==> src/design/brake_seq_cfg.svh <==
// Constants for the motor brake sequencer
`ifndef BRAKE_SEQ_CFG_SVH
`define BRAKE_SEQ_CFG_SVH
// Enable setting codes
`define BRAKE_EN_OFF 2'h0
`define BRAKE_EN_ON 2'h1
// Function assignment codes
`define FN_CONFIRM_IN 8'h2c
`define FN_RELEASE_OUT 8'h13
`define FN_ERROR_OUT 8'h14
// Error code reported on a brake trip
`define BRAKE_ERROR_CODE 8'h24
// Clock rate and wait tick (one wait unit is 10 ms at 100 MHz)
`define CLK_HZ 32'h05f5e100
`define WAIT_UNIT_MS 32'h0000000a
`define WAIT_UNIT_CYC ((`CLK_HZ / 32'h000003e8) * `WAIT_UNIT_MS)
// Longest wait setting, in 10 ms units (5.00 s)
`define WAIT_MAX 16'h01f4
// Frequency limit in 0.01 Hz units (400.00 Hz)
`define FREQ_MAX 16'h9c40
// Current threshold limits in percent of rated (2.00 and 1.80 times)
`define CURR_MAX_SMALL 16'h00c8
`define CURR_MAX_LARGE 16'h00b4
`endif

==> src/design/brake_seq_pkg.sv <==
// Types for the motor brake sequencer
package brake_seq_pkg;
	// Sequence states
	typedef enum logic [3:0] {
		st_idle, st_ramp_release, st_establish, st_confirm_on, st_accel_wait,
		st_running, st_ramp_close, st_confirm_off, st_stop_wait, st_ramp_zero, st_trip
	} seq_state_type;
	// Settings from the drive parameter store
	typedef struct packed {
		logic [1:0] brake_ctrl_enable;
		logic [15:0] release_establish_wait;
		logic [15:0] accel_wait;
		logic [15:0] stop_wait;
		logic [15:0] confirm_timeout;
		logic [15:0] release_frequency;
		logic [15:0] release_current;
		logic [15:0] brake_close_frequency;
		logic large_rating;
	} brake_cfg_type;
	// Frequency command back to the ramp generator
	typedef struct packed {
		logic hold;
		logic [15:0] target;
	} freq_cmd_type;
endpackage

==> src/design/motor_brake_sequencer.sv <==
// Brake open/close sequencer for the drive run and stop path
//
// Contract
// - Sequence runs only when enable code is 01
// - On run, ramp to release frequency, hold
// - At release frequency, wait, then assert release
// - Low current at wait end: trip, error
// - Confirm assigned: hold, timeout waiting confirm high
// - Confirm unassigned: skip timeout, proceed immediately
// - After confirm, accel wait, then resume ramp
// - Run removed: ramp to close frequency, release off
// - Confirm assigned: timeout waiting confirm low
// - After confirm low, stop wait, ramp to zero
// - Confirm drops while released: trip with error
// - Release and error offered as codes 19, 20
// - Frequencies accepted from 0 to 400 Hz
// - Release current limited to 2.00/1.80 rated
`include "brake_seq_cfg.svh"
module motor_brake_sequencer #(
	parameter int unsigned WAIT_UNIT_CYC = `WAIT_UNIT_CYC
) (
	input wire logic mclk,
	input wire logic rstn,
	input wire brake_seq_pkg::brake_cfg_type cfg,
	input wire logic confirm_assigned,
	input wire logic run_cmd,
	input wire logic [15:0] set_frequency,
	input wire logic [15:0] output_frequency,
	input wire logic [15:0] output_current_pct,
	input wire logic brake_confirm_in,
	input wire logic trip_clear,
	output brake_seq_pkg::freq_cmd_type freq_cmd,
	output logic brake_release_out,
	output logic brake_error_out,
	output logic [7:0] error_code,
	output logic [7:0] release_fn_code,
	output logic [7:0] error_fn_code
);
	////////////////////////////////////////////////////////////////////////////////
	// Clamp a setting to its limit
	function automatic logic [15:0] clamp(input logic [15:0] v, input logic [15:0] lim);
		clamp = (v > lim) ? lim : v;
	endfunction

	brake_seq_pkg::seq_state_type state; // Sequence state
	logic confirm_meta; // Synchroniser first stage
	logic confirm_sync; // Synchronised confirmation
	logic run_meta; // Run synchroniser first stage
	logic run_sync; // Synchronised run
	logic [31:0] tick_cnt; // Counts cycles of one wait unit
	logic [15:0] wait_cnt; // Elapsed wait units in the state
	logic tick; // One wait unit elapsed
	logic enabled; // Brake control selected
	logic [15:0] rel_f; // Clamped release frequency
	logic [15:0] close_f; // Clamped closing frequency
	logic [15:0] rel_i; // Clamped release current
	logic [15:0] est_w, acc_w, stp_w, cnf_w; // Clamped waits

	assign enabled = (cfg.brake_ctrl_enable == `BRAKE_EN_ON);
	assign rel_f = clamp(cfg.release_frequency, `FREQ_MAX);
	assign close_f = clamp(cfg.brake_close_frequency, `FREQ_MAX);
	assign rel_i = clamp(cfg.release_current,
		cfg.large_rating ? `CURR_MAX_LARGE : `CURR_MAX_SMALL);
	assign est_w = clamp(cfg.release_establish_wait, `WAIT_MAX);
	assign acc_w = clamp(cfg.accel_wait, `WAIT_MAX);
	assign stp_w = clamp(cfg.stop_wait, `WAIT_MAX);
	assign cnf_w = clamp(cfg.confirm_timeout, `WAIT_MAX);
	assign tick = (tick_cnt == WAIT_UNIT_CYC - 1);

	////////////////////////////////////////////////////////////////////////////////
	// Two-stage synchronisers for pin inputs
	always_ff @(posedge mclk or negedge rstn) begin
		if (!rstn) begin
			confirm_meta <= 1'b0;
			confirm_sync <= 1'b0;
			run_meta <= 1'b0;
			run_sync <= 1'b0;
		end else begin
			confirm_meta <= brake_confirm_in;
			confirm_sync <= confirm_meta;
			run_meta <= run_cmd;
			run_sync <= run_meta;
		end
	end

	////////////////////////////////////////////////////////////////////////////////
	// Wait timer: restarts on every state change, cleared while disabled
	brake_seq_pkg::seq_state_type next_state;
	always_ff @(posedge mclk or negedge rstn) begin
		if (!rstn) begin
			tick_cnt <= 32'h0;
			wait_cnt <= 16'h0;
		end else if (!enabled || next_state != state) begin
			tick_cnt <= 32'h0;
			wait_cnt <= 16'h0;
		end else if (tick) begin
			tick_cnt <= 32'h0;
			if (wait_cnt != 16'hffff) begin
				wait_cnt <= wait_cnt + 16'h1;
			end
		end else begin
			tick_cnt <= tick_cnt + 32'h1;
		end
	end

	////////////////////////////////////////////////////////////////////////////////
	// Next state
	always_comb begin
		next_state = state;
		case (state)
			brake_seq_pkg::st_idle: begin
				if (run_sync) begin
					next_state = brake_seq_pkg::st_ramp_release;
				end
			end
			brake_seq_pkg::st_ramp_release: begin
				if (!run_sync) begin
					next_state = brake_seq_pkg::st_ramp_zero;
				end else if (output_frequency >= rel_f) begin
					next_state = brake_seq_pkg::st_establish;
				end
			end
			brake_seq_pkg::st_establish: begin
				if (wait_cnt >= est_w) begin
					if (output_current_pct < rel_i) begin
						next_state = brake_seq_pkg::st_trip;
					end else if (confirm_assigned) begin
						next_state = brake_seq_pkg::st_confirm_on;
					end else begin
						next_state = brake_seq_pkg::st_accel_wait;
					end
				end
			end
			brake_seq_pkg::st_confirm_on: begin
				if (confirm_sync) begin
					next_state = brake_seq_pkg::st_accel_wait;
				end else if (wait_cnt >= cnf_w) begin
					next_state = brake_seq_pkg::st_trip;
				end
			end
			brake_seq_pkg::st_accel_wait: begin
				if (confirm_assigned && !confirm_sync) begin
					next_state = brake_seq_pkg::st_trip;
				end else if (wait_cnt >= acc_w) begin
					next_state = brake_seq_pkg::st_running;
				end
			end
			brake_seq_pkg::st_running: begin
				if (confirm_assigned && !confirm_sync) begin
					next_state = brake_seq_pkg::st_trip;
				end else if (!run_sync) begin
					next_state = brake_seq_pkg::st_ramp_close;
				end
			end
			brake_seq_pkg::st_ramp_close: begin
				if (confirm_assigned && !confirm_sync) begin
					next_state = brake_seq_pkg::st_trip;
				end else if (output_frequency <= close_f) begin
					next_state = confirm_assigned ? brake_seq_pkg::st_confirm_off
						: brake_seq_pkg::st_stop_wait;
				end
			end
			brake_seq_pkg::st_confirm_off: begin
				if (!confirm_sync) begin
					next_state = brake_seq_pkg::st_stop_wait;
				end else if (wait_cnt >= cnf_w) begin
					next_state = brake_seq_pkg::st_trip;
				end
			end
			brake_seq_pkg::st_stop_wait: begin
				if (wait_cnt >= stp_w) begin
					next_state = brake_seq_pkg::st_ramp_zero;
				end
			end
			brake_seq_pkg::st_ramp_zero: begin
				if (output_frequency == 16'h0) begin
					next_state = brake_seq_pkg::st_idle;
				end
			end
			brake_seq_pkg::st_trip: begin
				if (trip_clear && !run_sync) begin
					next_state = brake_seq_pkg::st_idle;
				end
			end
			default: next_state = brake_seq_pkg::st_idle;
		endcase
	end

	////////////////////////////////////////////////////////////////////////////////
	// State register; disable forces idle
	always_ff @(posedge mclk or negedge rstn) begin
		if (!rstn) begin
			state <= brake_seq_pkg::st_idle;
		end else if (!enabled) begin
			state <= brake_seq_pkg::st_idle;
		end else begin
			state <= next_state;
		end
	end

	////////////////////////////////////////////////////////////////////////////////
	// Registered outputs
	always_ff @(posedge mclk or negedge rstn) begin
		if (!rstn) begin
			brake_release_out <= 1'b0;
			brake_error_out <= 1'b0;
			error_code <= 8'h0;
		end else if (!enabled) begin
			brake_release_out <= 1'b0;
			brake_error_out <= 1'b0;
			error_code <= 8'h0;
		end else begin
			// Release stands from establish end until close frequency reached
			brake_release_out <= (next_state == brake_seq_pkg::st_confirm_on)
				|| (next_state == brake_seq_pkg::st_accel_wait)
				|| (next_state == brake_seq_pkg::st_running)
				|| (next_state == brake_seq_pkg::st_ramp_close);
			brake_error_out <= (next_state == brake_seq_pkg::st_trip);
			if (next_state == brake_seq_pkg::st_trip) begin
				error_code <= `BRAKE_ERROR_CODE;
			end else if (next_state == brake_seq_pkg::st_idle) begin
				error_code <= 8'h0;
			end
		end
	end

	////////////////////////////////////////////////////////////////////////////////
	// Frequency command to the ramp generator
	always_ff @(posedge mclk or negedge rstn) begin
		if (!rstn) begin
			freq_cmd <= '0;
		end else if (!enabled) begin
			freq_cmd <= '{hold: 1'b0, target: run_sync ? set_frequency : 16'h0};
		end else begin
			case (next_state)
				brake_seq_pkg::st_ramp_release, brake_seq_pkg::st_establish,
				brake_seq_pkg::st_confirm_on, brake_seq_pkg::st_accel_wait:
					freq_cmd <= '{hold: 1'b1, target: rel_f};
				brake_seq_pkg::st_running:
					freq_cmd <= '{hold: 1'b0, target: set_frequency};
				brake_seq_pkg::st_ramp_close, brake_seq_pkg::st_confirm_off,
				brake_seq_pkg::st_stop_wait:
					freq_cmd <= '{hold: 1'b1, target: close_f};
				default:
					freq_cmd <= '{hold: 1'b0, target: 16'h0};
			endcase
		end
	end

	////////////////////////////////////////////////////////////////////////////////
	// Function codes offered for output assignment
	always_ff @(posedge mclk or negedge rstn) begin
		if (!rstn) begin
			release_fn_code <= 8'h0;
			error_fn_code <= 8'h0;
		end else begin
			release_fn_code <= `FN_RELEASE_OUT;
			error_fn_code <= `FN_ERROR_OUT;
		end
	end
endmodule // motor_brake_sequencer

==> config.mk <==
export PLATFORM = sky130hd
export DESIGN_NAME = motor_brake_sequencer
export DESIGN_NICKNAME = d
export VERILOG_FILES = /design/src/design/brake_seq_pkg.sv /design/src/design/motor_brake_sequencer.sv
export VERILOG_INCLUDE_DIRS = /design/src /design/src/design
export SDC_FILE = /design/constraint.sdc
export NUM_CORES = 1
export LEC_CHECK = 0
export ABC_AREA = 1
export ABC_CLOCK_PERIOD_IN_PS = 7300
export BUFFER_PORTS_ARGS = -buffer_cell sky130_fd_sc_hd__buf_2
export CAP_MARGIN = 15
export CORE_MARGIN = 5
export CORE_UTILIZATION = 60
export CTS_CLUSTER_SIZE = 14
export DETAILED_ROUTE_END_ITERATION = 12
export PLACE_DENSITY = 0.92
export SLEW_MARGIN = 20
export SYNTH_ARGS = -nofsm -noshare
export SYNTH_HDL_FRONTEND = slang
export SYNTH_SLANG_ARGS = --single-unit
export TNS_END_PERCENT = 10
==> constraint.sdc <==
create_clock -name mclk -period 7.3 [get_ports mclk]
set_input_delay 1.095 -clock mclk [delete_from_list [all_inputs] [get_ports mclk]]
set_output_delay 1.095 -clock mclk [all_outputs]
set_load 0.005 [all_outputs]
==> results.cfg, run 1 <==
[status]
outcome = completed

[placement]
dpl.hpwl_microns = 18200
place_worst_setup_slack_ns = 1.89
routabilityCongestion = 0.971
placed_cell_area_sq_um = 9500
port_buffers = 194

[global_routing]
initial_antenna_violation_count = 0
grt_max_degree = 78
first_global_vias = 8199
gr-total-overflow = 0
grt.total_usage_pct = 27.0
grt_first_pass_wirelength_microns = 36700

[timing]
slew-limit-headroom_pct = 47.4
fin_ws_ns = 2.16
grt_setup_unrepaired = no
timing_worst_slew_pin_value_ns = 0.789
finClkSkew_ns = 0.00690
timing_max_transition_violations_final = 0
min_period_over_period_pct = 70.4
setup_total_negative_slack_ns = 0
fin_worst_hold_slack_ns = 0.348
layout_min_cycle_time_ns = 5.14
max_clock_freq_ghz = 0.194
setup_violations = 0
final-hold-violation-count = 0

[worst_setup_path]
timing.critical_path.slowest_cell_delay_ns = 0.56
ff2ff_setup_slack_ns = 3.96
worst-path-max-fanout = 37
timing.setup.critical_path_class = input port to flip-flop
worstPathRequired_ns = 7.50
arrival_ns = 5.34
timing.critical_path.to_type = flip-flop
cp_slowest_cell = inv_4
critical-path-top-cell-by-count = nand2_1
setup.worst_path.start_class = input port

[synth]
yosys_warnings = 0
postSynthRegisterBits = 77
synth-edff-count = 0
syn_area_per_cell_sq_um = 7.05
synth.yosys.seq_area_share_pct = 23.0
netlist_area_before_placement_sq_um = 8380
async_flop_share_pct = 100
synthesis.instances = 1189
ys_types = 50
yosys_most_used_dff = dfrtp_1

[cells_and_area]
final_cell_area_sq_um = 9830
fill_cells = 1180
design.final.nets = 1699
antennaDiodeCount = 0
area_delta_synth_final_pct = 17.3
layout-drive-gt1-share_pct = 19.9

[routing]
routed_via_density = 5.38
drt_first_pass_iters = 5
drt_drc_violations_left = 0
first_iter_violations = 550
vias = 8591
drt.antenna.violating_nets = 0
wire_per_inst_microns = 14.1
finalWirelength_microns = 22500

[floorplan]
die_area_sq_um = 16400
floorplan.die.width_microns = 128
floorplan.core_area_sq_um = 13800
ioPinCount = 212
row_count = 43
initial_utilization_pct = 60.9
floorplan.die.height_microns = 128

[clock_tree]
clk-insertion-delay-late_ns = 0.35
cts.clk_slew.worst_paths_ns = 0.06
clock-sinks = 77
numCtsBuffers = 9
resized_after_cts = 0
cts-root-buf = clkbuf_16
postCtsHoldBufs = 0
post_cts.repair.setup_buffers = 0
htree_levels = 3
cts_buffer_depth = 2
tritoncts = done

[power_and_ir_drop]
final_power_uw = 1190
power.density_cell_area_nw_per_um2 = 121
peakVddDrop_mv = 0.146
static-leakage-power_uw = 0.00524

[min_path]
hold_path_class = flip-flop to flip-flop

[run]
max-cap-violations = 0
==> per-layer routing <==
layer  global-route usage [%]  vias to the layer above  routed length [microns]
met5                        0                        -                        0
met4                     6.30                        0                      301
met3                     5.42                       33                     1630
met2                     47.3                      311                    11000
met1                     34.2                     3931                     9520
li1                         -                     4316                        -
==> metrics by stage <==
stage / cells / utilization (%)
floorplan: 1241 / -
global placement: 1581 / 69.0
detailed placement: 1581 / 69.0
CTS: 1597 / 71.4
global route: 1597 / 71.4
finish: 1597 / 71.4
==> logic make-up after synthesis <==
group | share of synthesized area, %
AND/OR/NAND/NOR | 36.9
multiplexers | 0.119
buffers and inverters | 9.72
adder cells (fa/ha/maj) | 17.6
flip-flops | 23.0
XOR/XNOR | 4.07
other | 0.0896
AO/OA/AOI/OAI | 8.55
==> synth_stat cells, drive strengths merged, types with 6 or more instances <==
master	instances	area (sq um)
a21oi	60	312
buf	31	264
dfrtp	77	1930
ha	118	1480
inv	139	527
nand2	287	1140
nand3	96	490
nand4	23	144
nor2	183	890
nor3	21	115
nor4	19	119
o21a	6	45.0
o21ai	38	190
xnor2	11	96.3
xor2	28	245
==> layout by cell type, fill, tap and decap left out, types with 3 or more instances in the layout <==
| master | n |
|---|---|
| nand2_4 | 4 |
| buf_2 | 193 |
| xnor2_1 | 11 |
| nand3b_1 | 5 |
| o21ai_0 | 36 |
| o211ai_1 | 4 |
| inv_1 | 132 |
| nand2_2 | 15 |
| nor2_4 | 23 |
| inv_2 | 5 |
| and3_1 | 5 |
| nor4b_1 | 3 |
| nor2_2 | 12 |
| nor2_1 | 148 |
| nand2_1 | 268 |
| nand4_1 | 23 |
| conb_1 | 54 |
| o2111ai_1 | 5 |
| ha_1 | 118 |
| nor3_1 | 19 |
| nor3b_1 | 4 |
| clkbuf_16 | 9 |
| a21oi_1 | 59 |
| or4_1 | 4 |
| o21a_1 | 6 |
| xor2_1 | 28 |
| nand3_1 | 94 |
| dfrtp_1 | 77 |
| nor4_1 | 19 |
==> critical path: cells and delay by family <==
kind / cells / cell delay [ns]
adder cells (fa/ha/maj): 1 / 0.30
AO/OA/AOI/OAI: 4 / 0.53
AND/OR/NAND/NOR: 15 / 2.16
buffers and inverters: 7 / 1.18
==> state kept, by name, indices dropped and copies added, names as in the netlist, 4 cells and up <==
| register | count |
|---|---|
| tick_cnt | 32 |
| freq_cmd | 17 |
| wait_cnt | 16 |
| state | 4 |
==> path summary, 6_finish.rpt <==
kind,startpoint,end,cells after the start
setup / recovery,cfg[46],wait_cnt[5],27
hold / removal,run_meta,run_sync,0
setup reg to reg,wait_cnt[15],wait_cnt[5],14
hold reg to reg,run_meta,run_sync,0
max in group asynchronous,rstn,confirm_sync,1
min in group asynchronous,rstn,tick_cnt[0],1
==> area by class of cell <==
type                            instances  area, sq um  share of cell area (%)
Sequential cell                        77         1930                    19.6
Multi-Input combinational cell        988         5840                    59.4
Inverter                              141          534                    5.43
Clock buffer                            9          225                    2.29
Tap cell                              180          225                    2.29
Clock inverter                          7         98.8                    1.01
Timing Repair Buffer                  195          985                    10.0
==> power breakdown <==
group | switching [uW] | internal [uW] | leakage (uW) | total (uW)
clock network | 188 | 302 | 0.000161 | 490
registers | 4.86 | 436 | 0.00105 | 441
logic | 158 | 98.3 | 0.00403 | 256
total | 350 | 836 | 0.00524 | 1190
(Power assumes the default switching activity.)
==> run 2, diff against run 1 <==
ABC_CLOCK_PERIOD_IN_PS = 5200   (was 7300)
CORE_UTILIZATION = 55   (was 60)
PLACE_DENSITY = 0.85   (was 0.92)
clock period = 5.2 ns   (was 7.3 ns; I/O delays follow)
==> run 2 against run 1 <==
Clock skew shrank 0.0012 ns. Power grew 37%. Via count shrank 0.33%. Sequential power grew 40%. Combinational power grew 40%. Critical endpoint is now freq_cmd[10]. Setup slack lost 1.5 ns. Global-route usage shrank 2.4 points. Sequential share of layout area shrank 0.065 points. Worst hold slack gained 0.0054 ns. Critical path type unchanged.
==> results.cfg, run 2 (synthesized netlist as in run 1, its figures left out) <==
[status]
outcome = completed

[clock_tree]
clock-sinks = 77
postCtsHoldBufs = 0
post_cts.repair.setup_buffers = 0
cts_buffer_depth = 2
cts-root-buf = clkbuf_16
tritoncts = done
resized_after_cts = 0
htree_levels = 3
numCtsBuffers = 9
clk-insertion-delay-late_ns = 0.35
cts.clk_slew.worst_paths_ns = 0.06

[worst_setup_path]
timing.critical_path.to_type = flip-flop
critical-path-top-cell-by-count = nand3_1
worstPathCellList = buf_2, inv_1, nor3_1, nor3b_1, nand3_1, nand2_1, clkinv_1, nor2_1, inv_1, ha_1, a21oi_1, o21ai_0, a21oi_1, nand3_1, o21ai_0, nand3b_1, nor3b_4, nand2_4, nor2_1, nand2_2, nand3_1, nand3_1, nand2_1, nand2_1
worst-path-max-fanout = 17
arrival_ns = 4.76
setup.worst_path.start_class = input port
timing.setup.critical_path_class = input port to flip-flop
worstPathRequired_ns = 5.44
timing.critical_path.slowest_cell_delay_ns = 0.29
cp_slowest_cell = ha_1

[routing]
drt_first_pass_iters = 8
first_iter_violations = 596
wire_per_inst_microns = 13.5
drt_drc_violations_left = 0
drt.antenna.violating_nets = 0
routed_via_density = 5.33
finalWirelength_microns = 21700
vias = 8563

[cells_and_area]
fill_cells = 1378
reg_top3 = tick_cnt: 32 flops, freq_cmd: 17 flops, wait_cnt: 16 flops
antennaDiodeCount = 0
largest_register = tick_cnt
area_delta_synth_final_pct = 17.7
largest_register_ffs = 32
layout-drive-gt1-share_pct = 19.9
final_cell_area_sq_um = 9860
design.final.nets = 1701
layout_common_cells = nand2_1 (268), buf_2 (193), nor2_1 (147)
layout_commonest_cell = nand2_1

[power_and_ir_drop]
static-leakage-power_uw = 0.00525
power.density_cell_area_nw_per_um2 = 165
peakVddDrop_mv = 0.152

[global_routing]
first_global_vias = 8353
grt.total_usage_pct = 24.6
gr-total-overflow = 0
initial_antenna_violation_count = 0
grt_first_pass_wirelength_microns = 36700
grt_max_degree = 78

[placement]
placed_cell_area_sq_um = 9550
dpl.hpwl_microns = 17900
routabilityCongestion = 1.02
place_worst_setup_slack_ns = 0.333
port_buffers = 194

[timing]
timing_max_transition_violations_final = 0
layout_min_cycle_time_ns = 4.52
min_period_over_period_pct = 86.9
finClkSkew_ns = 0.00569
timing_worst_slew_pin_value_ns = 0.735
setup_total_negative_slack_ns = 0
setup_violations = 0
fin_ws_ns = 0.679
slew-limit-headroom_pct = 50.9
max_clock_freq_ghz = 0.221
final-hold-violation-count = 0
grt_setup_unrepaired = no

[floorplan]
initial_utilization_pct = 55.6
row_count = 45
ioPinCount = 212
die_area_sq_um = 17800
floorplan.core_area_sq_um = 15100
floorplan.die.width_microns = 133
floorplan.die.height_microns = 133

[min_path]
hold_path_class = flip-flop to flip-flop

[run]
max-cap-violations = 0
## run 2: path summary, 6_finish.rpt
path	from	endpoint	slack [ns]	cells past startpoint
max	cfg[48]	freq_cmd[10]	0.68	24
min	run_meta	run_sync	0.35	0
max reg2reg	wait_cnt[15]	tick_cnt[2]	2.15	15
min reg2reg	run_meta	run_sync	0.35	0
max in group asynchronous	rstn	run_meta	4.22	1
min in group asynchronous	rstn	tick_cnt[2]	0.45	1
## run 2: area by class of cell
type	count	area (sq um)	area share [%]
multi-input cells	988	5840	59.2
flip-flops and latches	77	1930	19.5
repair buffers	197	1020	10.4
inverters	141	534	5.42
clock buffers	13	260	2.64
well taps	188	235	2.38
clock inverters	3	43.8	0.444
## run 2: per-stage QoR
| step | util (%) | std cells | hold slack, ns | total power (uW) |
|---|---|---|---|---|
| 2_1_floorplan | - | 1241 | 0.331 | 848 |
| 3_3_place_gp | 63.3 | 1591 | 0.334 | 977 |
| 3_5_place_dp | 63.3 | 1591 | 0.339 | 984 |
| 4_1_cts | 65.3 | 1607 | 0.355 | 1630 |
| 5_1_grt | 65.4 | 1607 | 0.366 | 1710 |
| 6_report | 65.4 | 1607 | 0.354 | 1620 |
## run 2: per-layer routing
layer	vias up	part of all wire [%]	GRT usage [%]
met5	-	0	0
met4	0	2.4	8.91
met3	45	7.1	3.47
met2	314	48	43.1
met1	3875	43	30.9
li1	4329	-	-
## run 2: report_power, final
part           total [uW]  leakage (uW)  internal, uW  switching [uW]
Clock                 646      0.000150           398             248
Combinational         358       0.00406           141             218
Sequential            619       0.00105           612            6.27
## run 2: worst max-delay path: cells and delay by family
family / cells / cell delay [ns]
buffers and inverters: 4 / 0.51
adder cells (fa/ha/maj): 1 / 0.29
AO/OA/AOI/OAI: 4 / 0.62
AND/OR/NAND/NOR: 15 / 2.54
